`src/inc/sdlc_tx_pkg.sv`:
```
// Constants, field layouts and types of the SDLC frame transmitter
package sdlc_tx_pkg;
   // ********************************
   // Register byte addresses
   // ********************************
   localparam logic [7:0] OFS_CTRL = 8'h00;
   localparam logic [7:0] OFS_CMD  = 8'h04;
   localparam logic [7:0] OFS_DATA = 8'h08;
   localparam logic [7:0] OFS_STAT = 8'h0C;
   // ********************************
   // Command and status bit positions
   // ********************************
   localparam int CMD_RST_EOM = 0;
   localparam int CMD_ABORT   = 1;
   localparam int CMD_RST_CRC = 2;
   localparam int CMD_RST_EXT = 3;
   localparam int ST_TBE      = 0;
   localparam int ST_EOM      = 1;
   localparam int ST_EXT      = 2;
   localparam int ST_CTS      = 3;
   localparam int ST_CAUSE    = 4;
   // ********************************
   // Line patterns and counts
   // ********************************
   localparam logic [7:0]  FLAG_PAT  = 8'h7E;
   localparam logic [7:0]  ONES_PAT  = 8'hFF;
   localparam logic [3:0]  CHAR_LEN  = 4'h8;
   localparam logic [3:0]  ABORT_LEN = 4'h8;
   localparam logic [3:0]  MARK_LEN  = 4'h1;
   localparam logic [3:0]  MIN_BITS  = 4'h5;
   localparam logic [2:0]  STUFF_RUN = 3'h5;
   localparam logic [15:0] CRC_INIT  = 16'hFFFF;
   localparam logic [15:0] CRC_POLY  = 16'h8408;
   // ********************************
   // Types
   // ********************************
   typedef struct packed {
      logic       sav;
      logic       ext_en;
      logic       dma;
      logic       wr_en;
      logic       tx_en;
      logic [1:0] bpc;
      logic       crc_en;
   } ctrl_t;
   typedef enum logic [4:0] {
      K_MARK  = 5'b00001,
      K_FLAG  = 5'b00010,
      K_DATA  = 5'b00100,
      K_CRC   = 5'b01000,
      K_ABORT = 5'b10000
   } kind_t;
   typedef enum logic [1:0] {
      CAUSE_NONE = 2'h0,
      CAUSE_CRC  = 2'h1,
      CAUSE_FLAG = 2'h2,
      CAUSE_CTS  = 2'h3
   } cause_t;
endpackage : sdlc_tx_pkg

```
`src/rtl/sdlc_frame_transmitter.sv`:
```
// SDLC frame transmitter with APB registers and bit-stuffing serialiser
//
// Implementation choices: the register offsets and register access over APB.
`timescale 1ns/1ps
module sdlc_frame_transmitter (
   input  wire logic        pclk,
   input  wire logic        presetn,
   input  wire logic        psel,
   input  wire logic        penable,
   input  wire logic        pwrite,
   input  wire logic [7:0]  paddr,
   input  wire logic [31:0] pwdata,
   output logic      [31:0] prdata,
   output logic             pready,
   output logic             pslverr,
   input  wire logic        txc,
   input  wire logic        cts_n,
   output logic             txd,
   output logic             wait_n,
   output logic             ready_n,
   output logic             ext_int
);
   import sdlc_tx_pkg::*;

   ctrl_t       ctrl_q;
   cause_t      cause_q;
   kind_t       kind_q;
   logic [31:0] prdata_q;
   logic [15:0] crc_q;
   logic [7:0]  buf_q, crc_hi_q, sh_q;
   logic [3:0]  cnt_q;
   logic [2:0]  ones_q;
   logic        pready_q, pslverr_q, txd_q, wait_n_q, ready_n_q, ext_q;
   logic        eom_q, abort_q, full_q, crc2_q, frame_q, stuff_q;
   logic        txc_s1, txc_s2, txc_s3, cts_s1, cts_s2, cts_s3;

   logic        tick, cts_chg, acc, wr_fire, stall, mapped, tbe, ldnow;
   logic        shift_now, content, bit_out, take, crc_go, flag_go;
   logic [31:0] rd_word;
   logic [7:0]  ld_sh, cur_sh;
   logic [3:0]  ld_cnt, cur_cnt;
   kind_t       ld_kind, cur_kind;

   assign prdata  = prdata_q;
   assign pready  = pready_q;
   assign pslverr = pslverr_q;
   assign txd     = txd_q;
   assign wait_n  = wait_n_q;
   assign ready_n = ready_n_q;
   assign ext_int = ext_q;

   // ********************************
   // Pin synchronisers
   // ********************************
   always_ff @(posedge pclk or negedge presetn) begin
      if (!presetn) begin
         txc_s1 <= 1'b1;
         txc_s2 <= 1'b1;
         txc_s3 <= 1'b1;
         cts_s1 <= 1'b1;
         cts_s2 <= 1'b1;
         cts_s3 <= 1'b1;
      end else begin
         txc_s1 <= txc;
         txc_s2 <= txc_s1;
         txc_s3 <= txc_s2;
         cts_s1 <= cts_n;
         cts_s2 <= cts_s1;
         cts_s3 <= cts_s2;
      end
   end

   // Data changes on the falling edge of the link clock
   assign tick    = txc_s3 & ~txc_s2;
   assign cts_chg = cts_s3 ^ cts_s2;

   // ********************************
   // APB slave
   // ********************************
   assign acc     = psel & penable;
   assign wr_fire = acc & pready_q & pwrite;
   assign mapped  = (paddr == OFS_CTRL) | (paddr == OFS_CMD) |
                    (paddr == OFS_DATA) | (paddr == OFS_STAT);
   assign stall   = psel & pwrite & (paddr == OFS_DATA) & full_q &
                    ctrl_q.wr_en & ~ctrl_q.dma;
   assign tbe     = ~full_q & (kind_q != K_CRC) & ~crc2_q;

   always_comb begin
      rd_word = '0;
      if (paddr == OFS_CTRL) rd_word[7:0] = ctrl_q;
      if (paddr == OFS_STAT) begin
         rd_word[ST_TBE] = tbe;
         rd_word[ST_EOM] = eom_q;
         rd_word[ST_EXT] = ext_q;
         rd_word[ST_CTS] = ~cts_s3;
         rd_word[ST_CAUSE +: 2] = ctrl_q.sav ? cause_q : CAUSE_NONE;
      end
   end

   always_ff @(posedge pclk or negedge presetn) begin
      if (!presetn) begin
         pready_q  <= 1'b0;
         pslverr_q <= 1'b0;
         prdata_q  <= '0;
      end else if (acc & ~pready_q & ~stall) begin
         pready_q  <= 1'b1;
         pslverr_q <= ~mapped;
         prdata_q  <= pwrite ? '0 : rd_word;
      end else begin
         pready_q  <= 1'b0;
         pslverr_q <= 1'b0;
      end
   end

   always_ff @(posedge pclk or negedge presetn) begin
      if (!presetn) begin
         wait_n_q  <= 1'b1;
         ready_n_q <= 1'b1;
      end else begin
         wait_n_q  <= ~stall;
         ready_n_q <= ~(ctrl_q.wr_en & ctrl_q.dma & ctrl_q.tx_en & ~full_q);
      end
   end

   always_ff @(posedge pclk or negedge presetn) begin
      if (!presetn) ctrl_q <= '0;
      else if (wr_fire & (paddr == OFS_CTRL)) ctrl_q <= ctrl_t'(pwdata[7:0]);
   end

   // ********************************
   // Transmit buffer
   // ********************************
   always_ff @(posedge pclk or negedge presetn) begin
      if (!presetn) begin
         buf_q  <= '0;
         full_q <= 1'b0;
      end else if (wr_fire & (paddr == OFS_DATA)) begin
         buf_q  <= pwdata[7:0];
         full_q <= 1'b1;
      end else if (ldnow & take) begin
         full_q <= 1'b0;
      end
   end

   // ********************************
   // End-of-message latch and abort
   // ********************************
   always_ff @(posedge pclk or negedge presetn) begin
      if (!presetn) eom_q <= 1'b1;
      // CRC start sets the latch, winning over a clear
      else if (ldnow & crc_go) eom_q <= 1'b1;
      else if (wr_fire & (paddr == OFS_CMD) & pwdata[CMD_RST_EOM]) eom_q <= 1'b0;
   end

   always_ff @(posedge pclk or negedge presetn) begin
      if (!presetn) abort_q <= 1'b0;
      else if (wr_fire & (paddr == OFS_CMD) & pwdata[CMD_ABORT]) abort_q <= 1'b1;
      else if (ldnow) abort_q <= 1'b0;
   end

   // ********************************
   // Status interrupt
   // ********************************
   always_ff @(posedge pclk or negedge presetn) begin
      if (!presetn) begin
         ext_q   <= 1'b0;
         cause_q <= CAUSE_NONE;
      end else if (ctrl_q.ext_en & ldnow & crc_go) begin
         ext_q   <= 1'b1;
         cause_q <= CAUSE_CRC;
      end else if (ctrl_q.ext_en & ldnow & flag_go) begin
         ext_q   <= 1'b1;
         cause_q <= CAUSE_FLAG;
      end else if (ctrl_q.ext_en & cts_chg) begin
         ext_q   <= 1'b1;
         cause_q <= CAUSE_CTS;
      end else if (wr_fire & (paddr == OFS_CMD) & pwdata[CMD_RST_EXT]) begin
         ext_q   <= 1'b0;
      end
   end

   // ********************************
   // Next character selection
   // ********************************
   assign ldnow = tick & (abort_q | ((cnt_q == 4'h0) & ~stuff_q));

   always_comb begin
      // flags fill the line when enabled
      ld_sh   = FLAG_PAT;
      ld_cnt  = CHAR_LEN;
      ld_kind = K_FLAG;
      take    = 1'b0;
      crc_go  = 1'b0;
      flag_go = 1'b0;
      if (abort_q) begin
         // abort replaces the character in flight
         ld_sh   = ONES_PAT;
         ld_cnt  = ABORT_LEN;
         ld_kind = K_ABORT;
      end else if (crc2_q) begin
         // flags stand in for CRC when disabled
         ld_kind = K_CRC;
         ld_sh   = ctrl_q.tx_en ? crc_hi_q : FLAG_PAT;
      end else if (!ctrl_q.tx_en) begin
         // line marks after the last character
         ld_sh   = ONES_PAT;
         ld_cnt  = MARK_LEN;
         ld_kind = K_MARK;
      end else if (full_q && (kind_q != K_MARK)) begin
         ld_sh   = buf_q;
         ld_cnt  = 4'(MIN_BITS + {2'b00, ctrl_q.bpc});
         ld_kind = K_DATA;
         take    = 1'b1;
      end else if (frame_q & ~eom_q) begin
         // CRC plus flag gives the abort window
         ld_sh   = ~crc_q[7:0];
         ld_kind = K_CRC;
         crc_go  = 1'b1;
      end else begin
         // first flag after enable, even with data buffered
         flag_go = frame_q | (kind_q == K_CRC);
      end
   end

   assign cur_sh    = ldnow ? ld_sh : sh_q;
   assign cur_cnt   = ldnow ? ld_cnt : cnt_q;
   assign cur_kind  = ldnow ? ld_kind : kind_q;
   assign shift_now = tick & (ldnow | ~stuff_q);
   assign bit_out   = cur_sh[0];
   assign content   = (cur_kind == K_DATA) |
                      ((cur_kind == K_CRC) & ctrl_q.tx_en);

   // ********************************
   // Frame tracking
   // ********************************
   always_ff @(posedge pclk or negedge presetn) begin
      if (!presetn) begin
         frame_q  <= 1'b0;
         crc2_q   <= 1'b0;
         crc_hi_q <= '0;
      end else if (ldnow) begin
         frame_q  <= take;
         crc2_q   <= crc_go;
         if (crc_go) crc_hi_q <= ~crc_q[15:8];
      end
   end

   // ********************************
   // Serialiser
   // ********************************
   always_ff @(posedge pclk or negedge presetn) begin
      if (!presetn) begin
         txd_q   <= 1'b1;
         sh_q    <= ONES_PAT;
         cnt_q   <= 4'h0;
         kind_q  <= K_MARK;
         ones_q  <= 3'h0;
         stuff_q <= 1'b0;
      end else if (shift_now) begin
         txd_q   <= bit_out;
         sh_q    <= cur_sh >> 1;
         cnt_q   <= 4'(cur_cnt - 4'h1);
         kind_q  <= cur_kind;
         // stuff a zero after five ones of content
         ones_q  <= (content & bit_out) ? 3'(ones_q + 3'h1) : 3'h0;
         stuff_q <= content & bit_out & (ones_q == 3'(STUFF_RUN - 3'h1));
      end else if (tick) begin
         txd_q   <= 1'b0;
         ones_q  <= 3'h0;
         stuff_q <= 1'b0;
      end
   end

   // ********************************
   // CRC generator
   // ********************************
   always_ff @(posedge pclk or negedge presetn) begin
      if (!presetn) begin
         crc_q <= CRC_INIT;
      end else if (wr_fire & (paddr == OFS_CMD) & pwdata[CMD_RST_CRC]) begin
         crc_q <= CRC_INIT;
      end else if (shift_now & (cur_kind == K_DATA) & ctrl_q.crc_en) begin
         // gated by the CRC enable bit
         crc_q <= (crc_q >> 1) ^ ((crc_q[0] ^ bit_out) ? CRC_POLY : 16'h0000);
      end
   end
endmodule : sdlc_frame_transmitter

```
`config.mk`:
```
export PLATFORM = sky130hd
export DESIGN_NAME = sdlc_frame_transmitter
export DESIGN_NICKNAME = d
export VERILOG_FILES = /design/src/inc/sdlc_tx_pkg.sv /design/src/rtl/sdlc_frame_transmitter.sv
export SDC_FILE = /design/constraint.sdc
export NUM_CORES = 1
export LEC_CHECK = 0
export ABC_AREA = 1
export BUFFER_PORTS_ARGS = -buffer_cell sky130_fd_sc_hd__buf_2
export CAP_MARGIN = 20
export CORE_MARGIN = 2
export CORE_UTILIZATION = 55
export DETAILED_ROUTE_END_ITERATION = 10
export HOLD_SLACK_MARGIN = 0.05
export PLACE_DENSITY = 0.79
export SLEW_MARGIN = 20
export SYNTH_ARGS = -nofsm -noshare
export SYNTH_HDL_FRONTEND = slang
export SYNTH_SLANG_ARGS = --single-unit
export TNS_END_PERCENT = 100
```
`constraint.sdc`:
```
create_clock -name pclk -period 2.21 [get_ports pclk]
set_clock_uncertainty 0.05 [all_clocks]
set_input_delay 0.1105 -clock pclk [delete_from_list [all_inputs] [get_ports pclk]]
set_output_delay 0.1105 -clock pclk [all_outputs]
set_load 0.02 [all_outputs]
```
# Word-level counts from Yosys, hierarchy flattened
# Index checks and enable logic that the tools add are counted.
# totals
inputBits	47
register_bits	112
# classes
n_addsub	3
n_bitwise	61
n_eq_ne	9
reduce_logical	11
n_mux	60
# ops
operator	n
$mux W8	9
$mux W16	3
$and A1 B1 Y1	38
$mux W4	9
$mux W1	29
$eq A8 B4 Y1 const B	2
$not A8 Y8	2
$xor A15 B16 Y16	1
$not A1 Y1	11
$eq A5 B4 Y1 const B	2
$mux W5	2
$reduce_bool A2 Y1	5
$mux W3	3
$eq A8 B3 Y1 const B	1
$logic_not A8 Y1	1
$mux W2	4
$or A1 B1 Y1	7
$mux W6	1
$eq A5 B3 Y1 const B	1
$ne A5 B1 Y1 const B	1
$ne A5 B4 Y1 const B	1
$add A3 B2 Y4 const A	1
$logic_not A4 Y1	1
$reduce_bool A4 Y1	1
other kinds (7)	8

# Longest topological paths before layout
# Gate-level depths: netlist (run 1).
# depth
depth_word	14
depth_mapped	15

# Least setup slack after synthesis (run 1)
# OpenSTA, ideal clock, no wires.
# synth_timing
path_kind	reg-to-reg
start	reg txc_s3
end	reg cnt_q[2]
synth_period_minus_slack_ps	1826
path_slack_ps	384
t_required_ps	2077
n_path_buf	0
arrival_time_ps	1693
path_stages_with_launch	11
setup_ps	83
path_cell_list	dfstp_2 nand2_4 nor2_4 nand2_4 nand2_8 nand3_4 o21ai_0 inv_1 ha_1 xor2_1 o21ai_0
# synth_between
elab_chain_cells	4
word_cells_on_any_way	6
# synth_rtl
element	line	text
start, declared	sdlc_frame_transmitter.sv:35	logic txc_s1, txc_s2, txc_s3, cts_s1, cts_s2, cts_s3;
start signal, assigned	sdlc_frame_transmitter.sv:66	txc_s3 <= txc_s2;
$and A1 B1 Y1 (*)	sdlc_frame_transmitter.sv:74	assign tick = txc_s3 & ~txc_s2;
$and A1 B1 Y1	sdlc_frame_transmitter.sv:185	assign ldnow = tick & (abort_q | ((cnt_q == 4'h0) & ~stuff_q));
$mux W4 or $or A1 B1 Y1 (tied branches)	sdlc_frame_transmitter.sv:226, sdlc_frame_transmitter.sv:228	
$sub A4 B1 Y4 or $and A1 B1 Y1 (tied branches)	sdlc_frame_transmitter.sv:262, sdlc_frame_transmitter.sv:228	
end signal, assigned	sdlc_frame_transmitter.sv:262	cnt_q <= 4'(cur_cnt - 4'h1);
end, declared	sdlc_frame_transmitter.sv:31	logic [3:0] cnt_q;
# Every way passes the cells marked *; elsewhere a longest branch is shown, timed or not.
# A chain may end at the register's enable or synchronous reset.

# Worst setup path in the final report (run 1)
# layout_timing
start	reg txc_s3
end	reg crc_q[11]
# layout_between
elab_chain_cells	7
word_cells_on_any_way	9
# layout_rtl
element	line	text
$and A1 B1 Y1 (*)	sdlc_frame_transmitter.sv:74	
$and A1 B1 Y1	sdlc_frame_transmitter.sv:185	
$mux W5 or $or A1 B1 Y1 (tied branches)	sdlc_frame_transmitter.sv:227, sdlc_frame_transmitter.sv:228	
$eq A5 B3 Y1 or $and A1 B1 Y1 (tied branches)	sdlc_frame_transmitter.sv:282, sdlc_frame_transmitter.sv:228	
$and A1 B1 Y1 (*) (2 in a row)	sdlc_frame_transmitter.sv:282	end else if (shift_now & (cur_kind == K_DATA) & ctrl_q.crc_en) begin
$reduce_bool A2 Y1 (no line) (*)	-	
end signal, assigned	sdlc_frame_transmitter.sv:284	crc_q <= (crc_q >> 1) ^ ((crc_q[0] ^ bit_out) ? CRC_POLY : 16'h0000);
end, declared	sdlc_frame_transmitter.sv:29	logic [15:0] crc_q;
# Marked as above.

==> results.sh, run 1 <==
export IMPL_setup_viol=0
export IMPL_p_sw_frac=0.318
export IMPL_grt_usage=0.238
export IMPL_fin_util=0.634
export IMPL_timing_final_crit_share=0.976
export IMPL_rows=33
export IMPL_syn_to_final_growth_pct=13.5
export IMPL_slowest_stage="dfstp_2"
export IMPL_io_buffer_count=36
export IMPL_critPathKind="reg -> reg"
export IMPL_hold_violations=0
export IMPL_stdcell_area_um2=5130
export IMPL_drt_pass1_iterations=6
export IMPL_cts_root_buffer="clkbuf_8"
export IMPL_finalWeightedCongestion=0.874
export IMPL_status="finished, final reports clean"
export IMPL_clkPwrFrac=0.297
export IMPL_yosys_top_cells_area="dfrtp_1 29%, dfstp_2 20%, nand2_1 11%"
export IMPL_synth_area_leader_cell="dfrtp_1"
export IMPL_hp_class="in -> reg"
export IMPL_synth_area_um2=4520
export IMPL_synthCells=532
export IMPL_worst_hold_slack_ps=56.7
export IMPL_dpl_instance_area_um2=4720
export IMPL_syn_area_per_cell_um2=8.50
export IMPL_drv_cap=0
export IMPL_combPwrFrac=0.236
export IMPL_dp_hpwl_mm=7.15
export IMPL_vias=3753
export IMPL_dieWidth_um=94.7
export IMPL_fmax_mhz=463
export IMPL_relSlewSlack=0.650
export IMPL_drv_slew=0
export IMPL_wl_per_cell_um=14.3
export IMPL_core_area_um2=8090
export IMPL_power_share_sequential=0.467
export IMPL_crit_fanout=16
export IMPL_clk_latency_ps=360
export IMPL_grt_max_degree=47
export IMPL_grt_pass1_wl_mm=16.5
export IMPL_clockBufferDepth=2
export IMPL_seqCellArea_um2=2250
export IMPL_grt_overflow_total=0
export IMPL_setup_ws_ps=52.2
export IMPL_fin_setup_tns_ps=0
export IMPL_grt_pass1_vias=3562
export IMPL_final_common_cell="nand2_1"
export IMPL_synth_warnings=0
export IMPL_synthDistinctLibCells=45
export IMPL_final_cells=701
export IMPL_start_util=0.559
export IMPL_ys_ff_latch=88
export IMPL_worstMarginPinSlew_ps=524
export IMPL_worst_setup_path_start_kind="flip-flop"
export IMPL_path_cells="nand2_4 -> nor2_4 -> nand2_4 -> nand2_8 -> nor2_1 -> nor2_1 -> nand3_2 -> nor2_4 -> nand2_8 -> buf_4 -> nand2_1 -> nand3_1"
export IMPL_cts_max_level=3
export IMPL_final_antenna_net_count=0
export IMPL_io_pins=85
export IMPL_min_period_ps=2160
export IMPL_drive_above_1_share=0.235
export IMPL_slowest_delay_ps=550
export IMPL_seq_area_frac_synth=0.497
export IMPL_ys_flop_type="dfrtp_1"
export IMPL_viasPerCell=5.35
export IMPL_cp_end_kind="flip-flop"
export IMPL_path_clk_slew_ps=90
export IMPL_finalPower_mw=4.07
export IMPL_die_h_um=94.7
export IMPL_power_switching_mw=1.29
export IMPL_pwr_density_cell_nw_per_um2=794
export IMPL_p_leak_nw=2.53
export IMPL_drt_wl_total_mm=10.0
export IMPL_crit_arrival_ps=2400
export IMPL_async_flop_share=1.00
export IMPL_vdd_drop_max_mv=0.403
export IMPL_antennaDiodeCount=0
export IMPL_multiInputGateArea_um2=1850
export IMPL_dr_first_iter_drc_count=244
export IMPL_nets=642
export IMPL_clock_sinks=88
export IMPL_fillers=677
export IMPL_drc_errors=0
export IMPL_synth_edf_count=0
export IMPL_cts_tree="yes"
export IMPL_die_area_um2=8960
export IMPL_worstPathRequired_ps=2450
export IMPL_layout_common_cells="131 x nand2_1, 57 x o21ai_0, 56 x inv_1"
export IMPL_yosysTopAreaCellShare=0.293
export IMPL_cts_made_buffers=9
export IMPL_dp_worst_setup_slack_ps=30.7
export IMPL_power_internal_mw=2.78
export IMPL_antenna_found_initial=0
export IMPL_placed_cells=666
worst paths after layout:
path,start,end,slack (ps),depth (start not counted)
setup reg to reg,txc_s3,crc_q[11],50,12
hold reg to reg,cts_s1,cts_s2,320,0
min in group asynchronous,presetn,ctrl_q[6],140,2
setup / recovery,txc_s3,crc_q[11],50,12
max in group asynchronous,presetn,kind_q[0],1340,3
hold / removal,penable,pready,60,5
per-layer routing:
layer	wire [µm]	vias up	GRT usage
li1	-	1782	-
met1	4410	1794	0.314
met2	4820	149	0.394
met3	557	28	0.0407
met4	251	0	0.0918
met5	0	-	0
cells in the mapped netlist (3+ instances only):
master	instances
nand2_1	131
o21ai_0	58
inv_1	56
dfrtp_1	53
nand3_1	42
dfstp_2	35
nor2_1	26
buf_4	25
a21oi_1	16
nand2_2	7
nand2_4	6
clkbuf_1	5
inv_2	5
nand4_1	5
buf_2	4
ha_1	4
nand3_2	4
nor3_1	4
o21ai_1	4
o221ai_1	4
buf_6	3
inv_4	3
nor2_2	3
nor4_1	3
o211ai_1	3
power by group through the flow:
stage	clock (mW)	combinational, mW	sequential (mW)
4_1_cts	1.22	0.917	1.90
2_1_floorplan	0	0.688	1.91
6_report	1.21	0.961	1.90
5_1_grt	1.28	1.06	1.91
3_5_place_dp	0	0.901	1.92
3_3_place_gp	0	0.854	1.92
what timing repair did:
item | in CTS | in global routing
buffers inserted | 0 | 7
setup endpoints to repair | 0 | 19
hold buffers | 12 | 0
resized for setup | 0 | 8
endpoints found under the hold margin | 76 | 0
cells by family after synthesis:
| group | share of synthesized area |
|---|---|
| flip-flops | 0.497 |
| AND/OR/NAND/NOR | 0.255 |
| AO/OA/AOI/OAI | 0.116 |
| XOR/XNOR | 0.00387 |
| buffers and inverters | 0.116 |
| other | 0.000829 |
| adder cells (fa/ha/maj) | 0.0111 |
registers in the layout, summed over array words and instances, names as in the netlist, 2 cells and up:
name      flops
ctrl_q        8
cause_q       2
kind_q        5
sh_q          8
cnt_q         4
crc_hi_q      8
crc_q        16
prdata        8
buf_q         8
ones_q        3
worst max-delay path: cells and delay by family (launching register included):
| family | cells | cell delay, ps |
|---|---|---|
| DFF | 1 | 550 |
| buffers and inverters | 1 | 170 |
| and+or+nand+nor | 11 | 1310 |
layout make-up:
class                           instances  area share
Clock buffer                           11      0.0256
Clock inverter                          5      0.0158
Inverter                               65      0.0514
Multi-Input combinational cell        364       0.361
Sequential cell                        88       0.437
Tap cell                              105      0.0256
Timing Repair Buffer                   63      0.0834
(Power assumes the default switching activity.)
==> inputs of run 2 (changes only) <==
--- a/config.mk
+++ b/config.mk
@@ -6,13 +6,15 @@
 export NUM_CORES = 1
 export LEC_CHECK = 0
 export ABC_AREA = 1
+export ABC_CLOCK_PERIOD_IN_PS = 2210
 export BUFFER_PORTS_ARGS = -buffer_cell sky130_fd_sc_hd__buf_2
 export CAP_MARGIN = 20
 export CORE_MARGIN = 2
-export CORE_UTILIZATION = 55
+export CORE_UTILIZATION = 45
 export DETAILED_ROUTE_END_ITERATION = 10
 export HOLD_SLACK_MARGIN = 0.05
-export PLACE_DENSITY = 0.79
+export PLACE_DENSITY = 0.67
+export RECOVER_POWER = 100
 export SLEW_MARGIN = 20
 export SYNTH_ARGS = -nofsm -noshare
 export SYNTH_HDL_FRONTEND = slang
==> run 2 against run 1 <==
Effect of this change: via count decreased by 1.9%; non-clock buffer count is 3 lower; register-to-register slack better by 99 ps; setup slack improved by 99 ps; wire length shrank 4.2%; first-iteration DRC count down 11%; total power increased by 1.3%; count of clock-buffer cells in the layout fell by 1; maximum frequency up 4.8%; sequential cell count did not move; die area up 21%; critical path type unchanged; largest power group unchanged; highest routed layer unchanged.
==> results.sh, run 2 (same netlist as run 1, synthesis figures left out) <==
export IMPL_status="finished, final reports clean"
export IMPL_hold_violations=0
export IMPL_io_buffer_count=36
export IMPL_grt_max_degree=43
export IMPL_rsz0062_at_grt="false"
export IMPL_worstPathRequired_ps=2440
export IMPL_cts_made_buffers=9
export IMPL_grt_usage=0.188
export IMPL_dr_first_iter_drc_count=216
export IMPL_hp_class="in -> reg"
export IMPL_final_common_cell="nand2_1"
export IMPL_clockBufferDepth=2
export IMPL_grt_overflow_total=0
export IMPL_worstMarginPinSlew_ps=996
export IMPL_final_cells=726
export IMPL_antenna_found_initial=0
export IMPL_fmax_mhz=486
export IMPL_regMostFlops="crc_q"
export IMPL_nets=639
export IMPL_fin_setup_tns_ps=0
export IMPL_cts_root_buffer="clkbuf_8"
export IMPL_setup_ws_ps=151
export IMPL_drv_slew=0
export IMPL_dp_hpwl_mm=7.15
export IMPL_rows=36
export IMPL_layout_common_cells="132 x nand2_1, 60 x o21ai_0, 57 x inv_1"
export IMPL_drive_above_1_share=0.191
export IMPL_min_period_ps=2060
export IMPL_dp_worst_setup_slack_ps=46.0
export IMPL_path_clk_slew_ps=80
export IMPL_critPathKind="reg -> reg"
export IMPL_largest_reg_flops=16
export IMPL_die_h_um=104
export IMPL_setup_viol=0
export IMPL_relSlewSlack=0.336
export IMPL_clk_latency_ps=360
export IMPL_viasPerCell=5.07
export IMPL_die_area_um2=10900
export IMPL_crit_arrival_ps=2290
export IMPL_pwr_density_cell_nw_per_um2=807
export IMPL_drv_cap=0
export IMPL_drt_wl_total_mm=9.62
export IMPL_drc_errors=0
export IMPL_cts_max_level=3
export IMPL_dieWidth_um=104
export IMPL_core_area_um2=9770
export IMPL_final_antenna_net_count=0
export IMPL_cts_tree="yes"
export IMPL_p_leak_nw=2.47
export IMPL_worst_setup_path_start_kind="flip-flop"
export IMPL_vias=3683
export IMPL_placed_cells=695
export IMPL_timing_final_crit_share=0.932
export IMPL_io_pins=85
export IMPL_crit_fanout=10
export IMPL_vdd_drop_max_mv=0.296
export IMPL_syn_to_final_growth_pct=13.1
export IMPL_finalWeightedCongestion=0.912
export IMPL_cp_end_kind="flip-flop"
export IMPL_clock_sinks=88
export IMPL_antennaDiodeCount=0
export IMPL_start_util=0.463
export IMPL_grt_pass1_wl_mm=16.3
export IMPL_grt_pass1_vias=3497
export IMPL_wl_per_cell_um=13.2
export IMPL_drt_pass1_iterations=7
-- run 2: stage by stage --
stage	power, mW	utilization	hold slack (ps)	cell area (µm²)
after floorplan	2.60	-	-235	4610
after global placement	2.79	0.487	24.7	4760
after detailed placement	2.81	0.487	27.4	4760
after CTS	4.16	0.524	53.3	5120
after global routing	4.36	0.523	81.9	5110
final	4.13	0.523	71.4	5110
-- run 2: area by class of cell --
type                       count  area [µm²]
tap                          133         166
fill                         923        4660
multi-input combinational    364        1830
clock inverter                 6         115
clock buffer                  10         128
timing repair buffer          60         362
inverter                      65         264
sequential                    88        2250
-- run 2: critical path, stage by stage, from the launching register on --
cell and delay, ps:
dfstp_2 550, nand2_4 90, nor2_4 130, nand2_4 80, nand2_8 130, inv_6 60
nand2_1 230, nand3_1 200, nor2_1 190, nand2_1 110, o21ai_0 160
-- run 2: report_power, final --
group	internal (mW)	switching (mW)
clock network	0.760	0.579
logic	0.323	0.572
registers	1.80	0.0897
total	2.89	1.24
-- run 2: routing by layer --
layer / global-route usage / routed length, µm / up-vias
li1: - / - / 1787
met1: 0.258 / 4430 / 1778
met2: 0.291 / 4540 / 101
met3: 0.0414 / 495 / 17
met4: 0.0714 / 151 / 0
met5: 0 / 0 / -
-- run 2: path summary, 6_finish.rpt --
path | slack, ps | cells past startpoint | start | endpoint
setup / recovery | 150 | 10 | txc_s3 | ones_q[2]
hold / removal | 70 | 3 | pwdata[1] | abort_q
setup reg to reg | 150 | 10 | txc_s3 | ones_q[2]
hold reg to reg | 320 | 0 | txc_s1 | txc_s2
max in group asynchronous | 360 | 3 | presetn | kind_q[4]
min in group asynchronous | 320 | 2 | presetn | crc_hi_q[0]
-- run 2: timing repair --
action                     CTS  global route
hold buffers                12             0
setup buffers                0             3
resized for setup            0             6
setup endpoints to repair    0            15
hold endpoints to repair    87             0
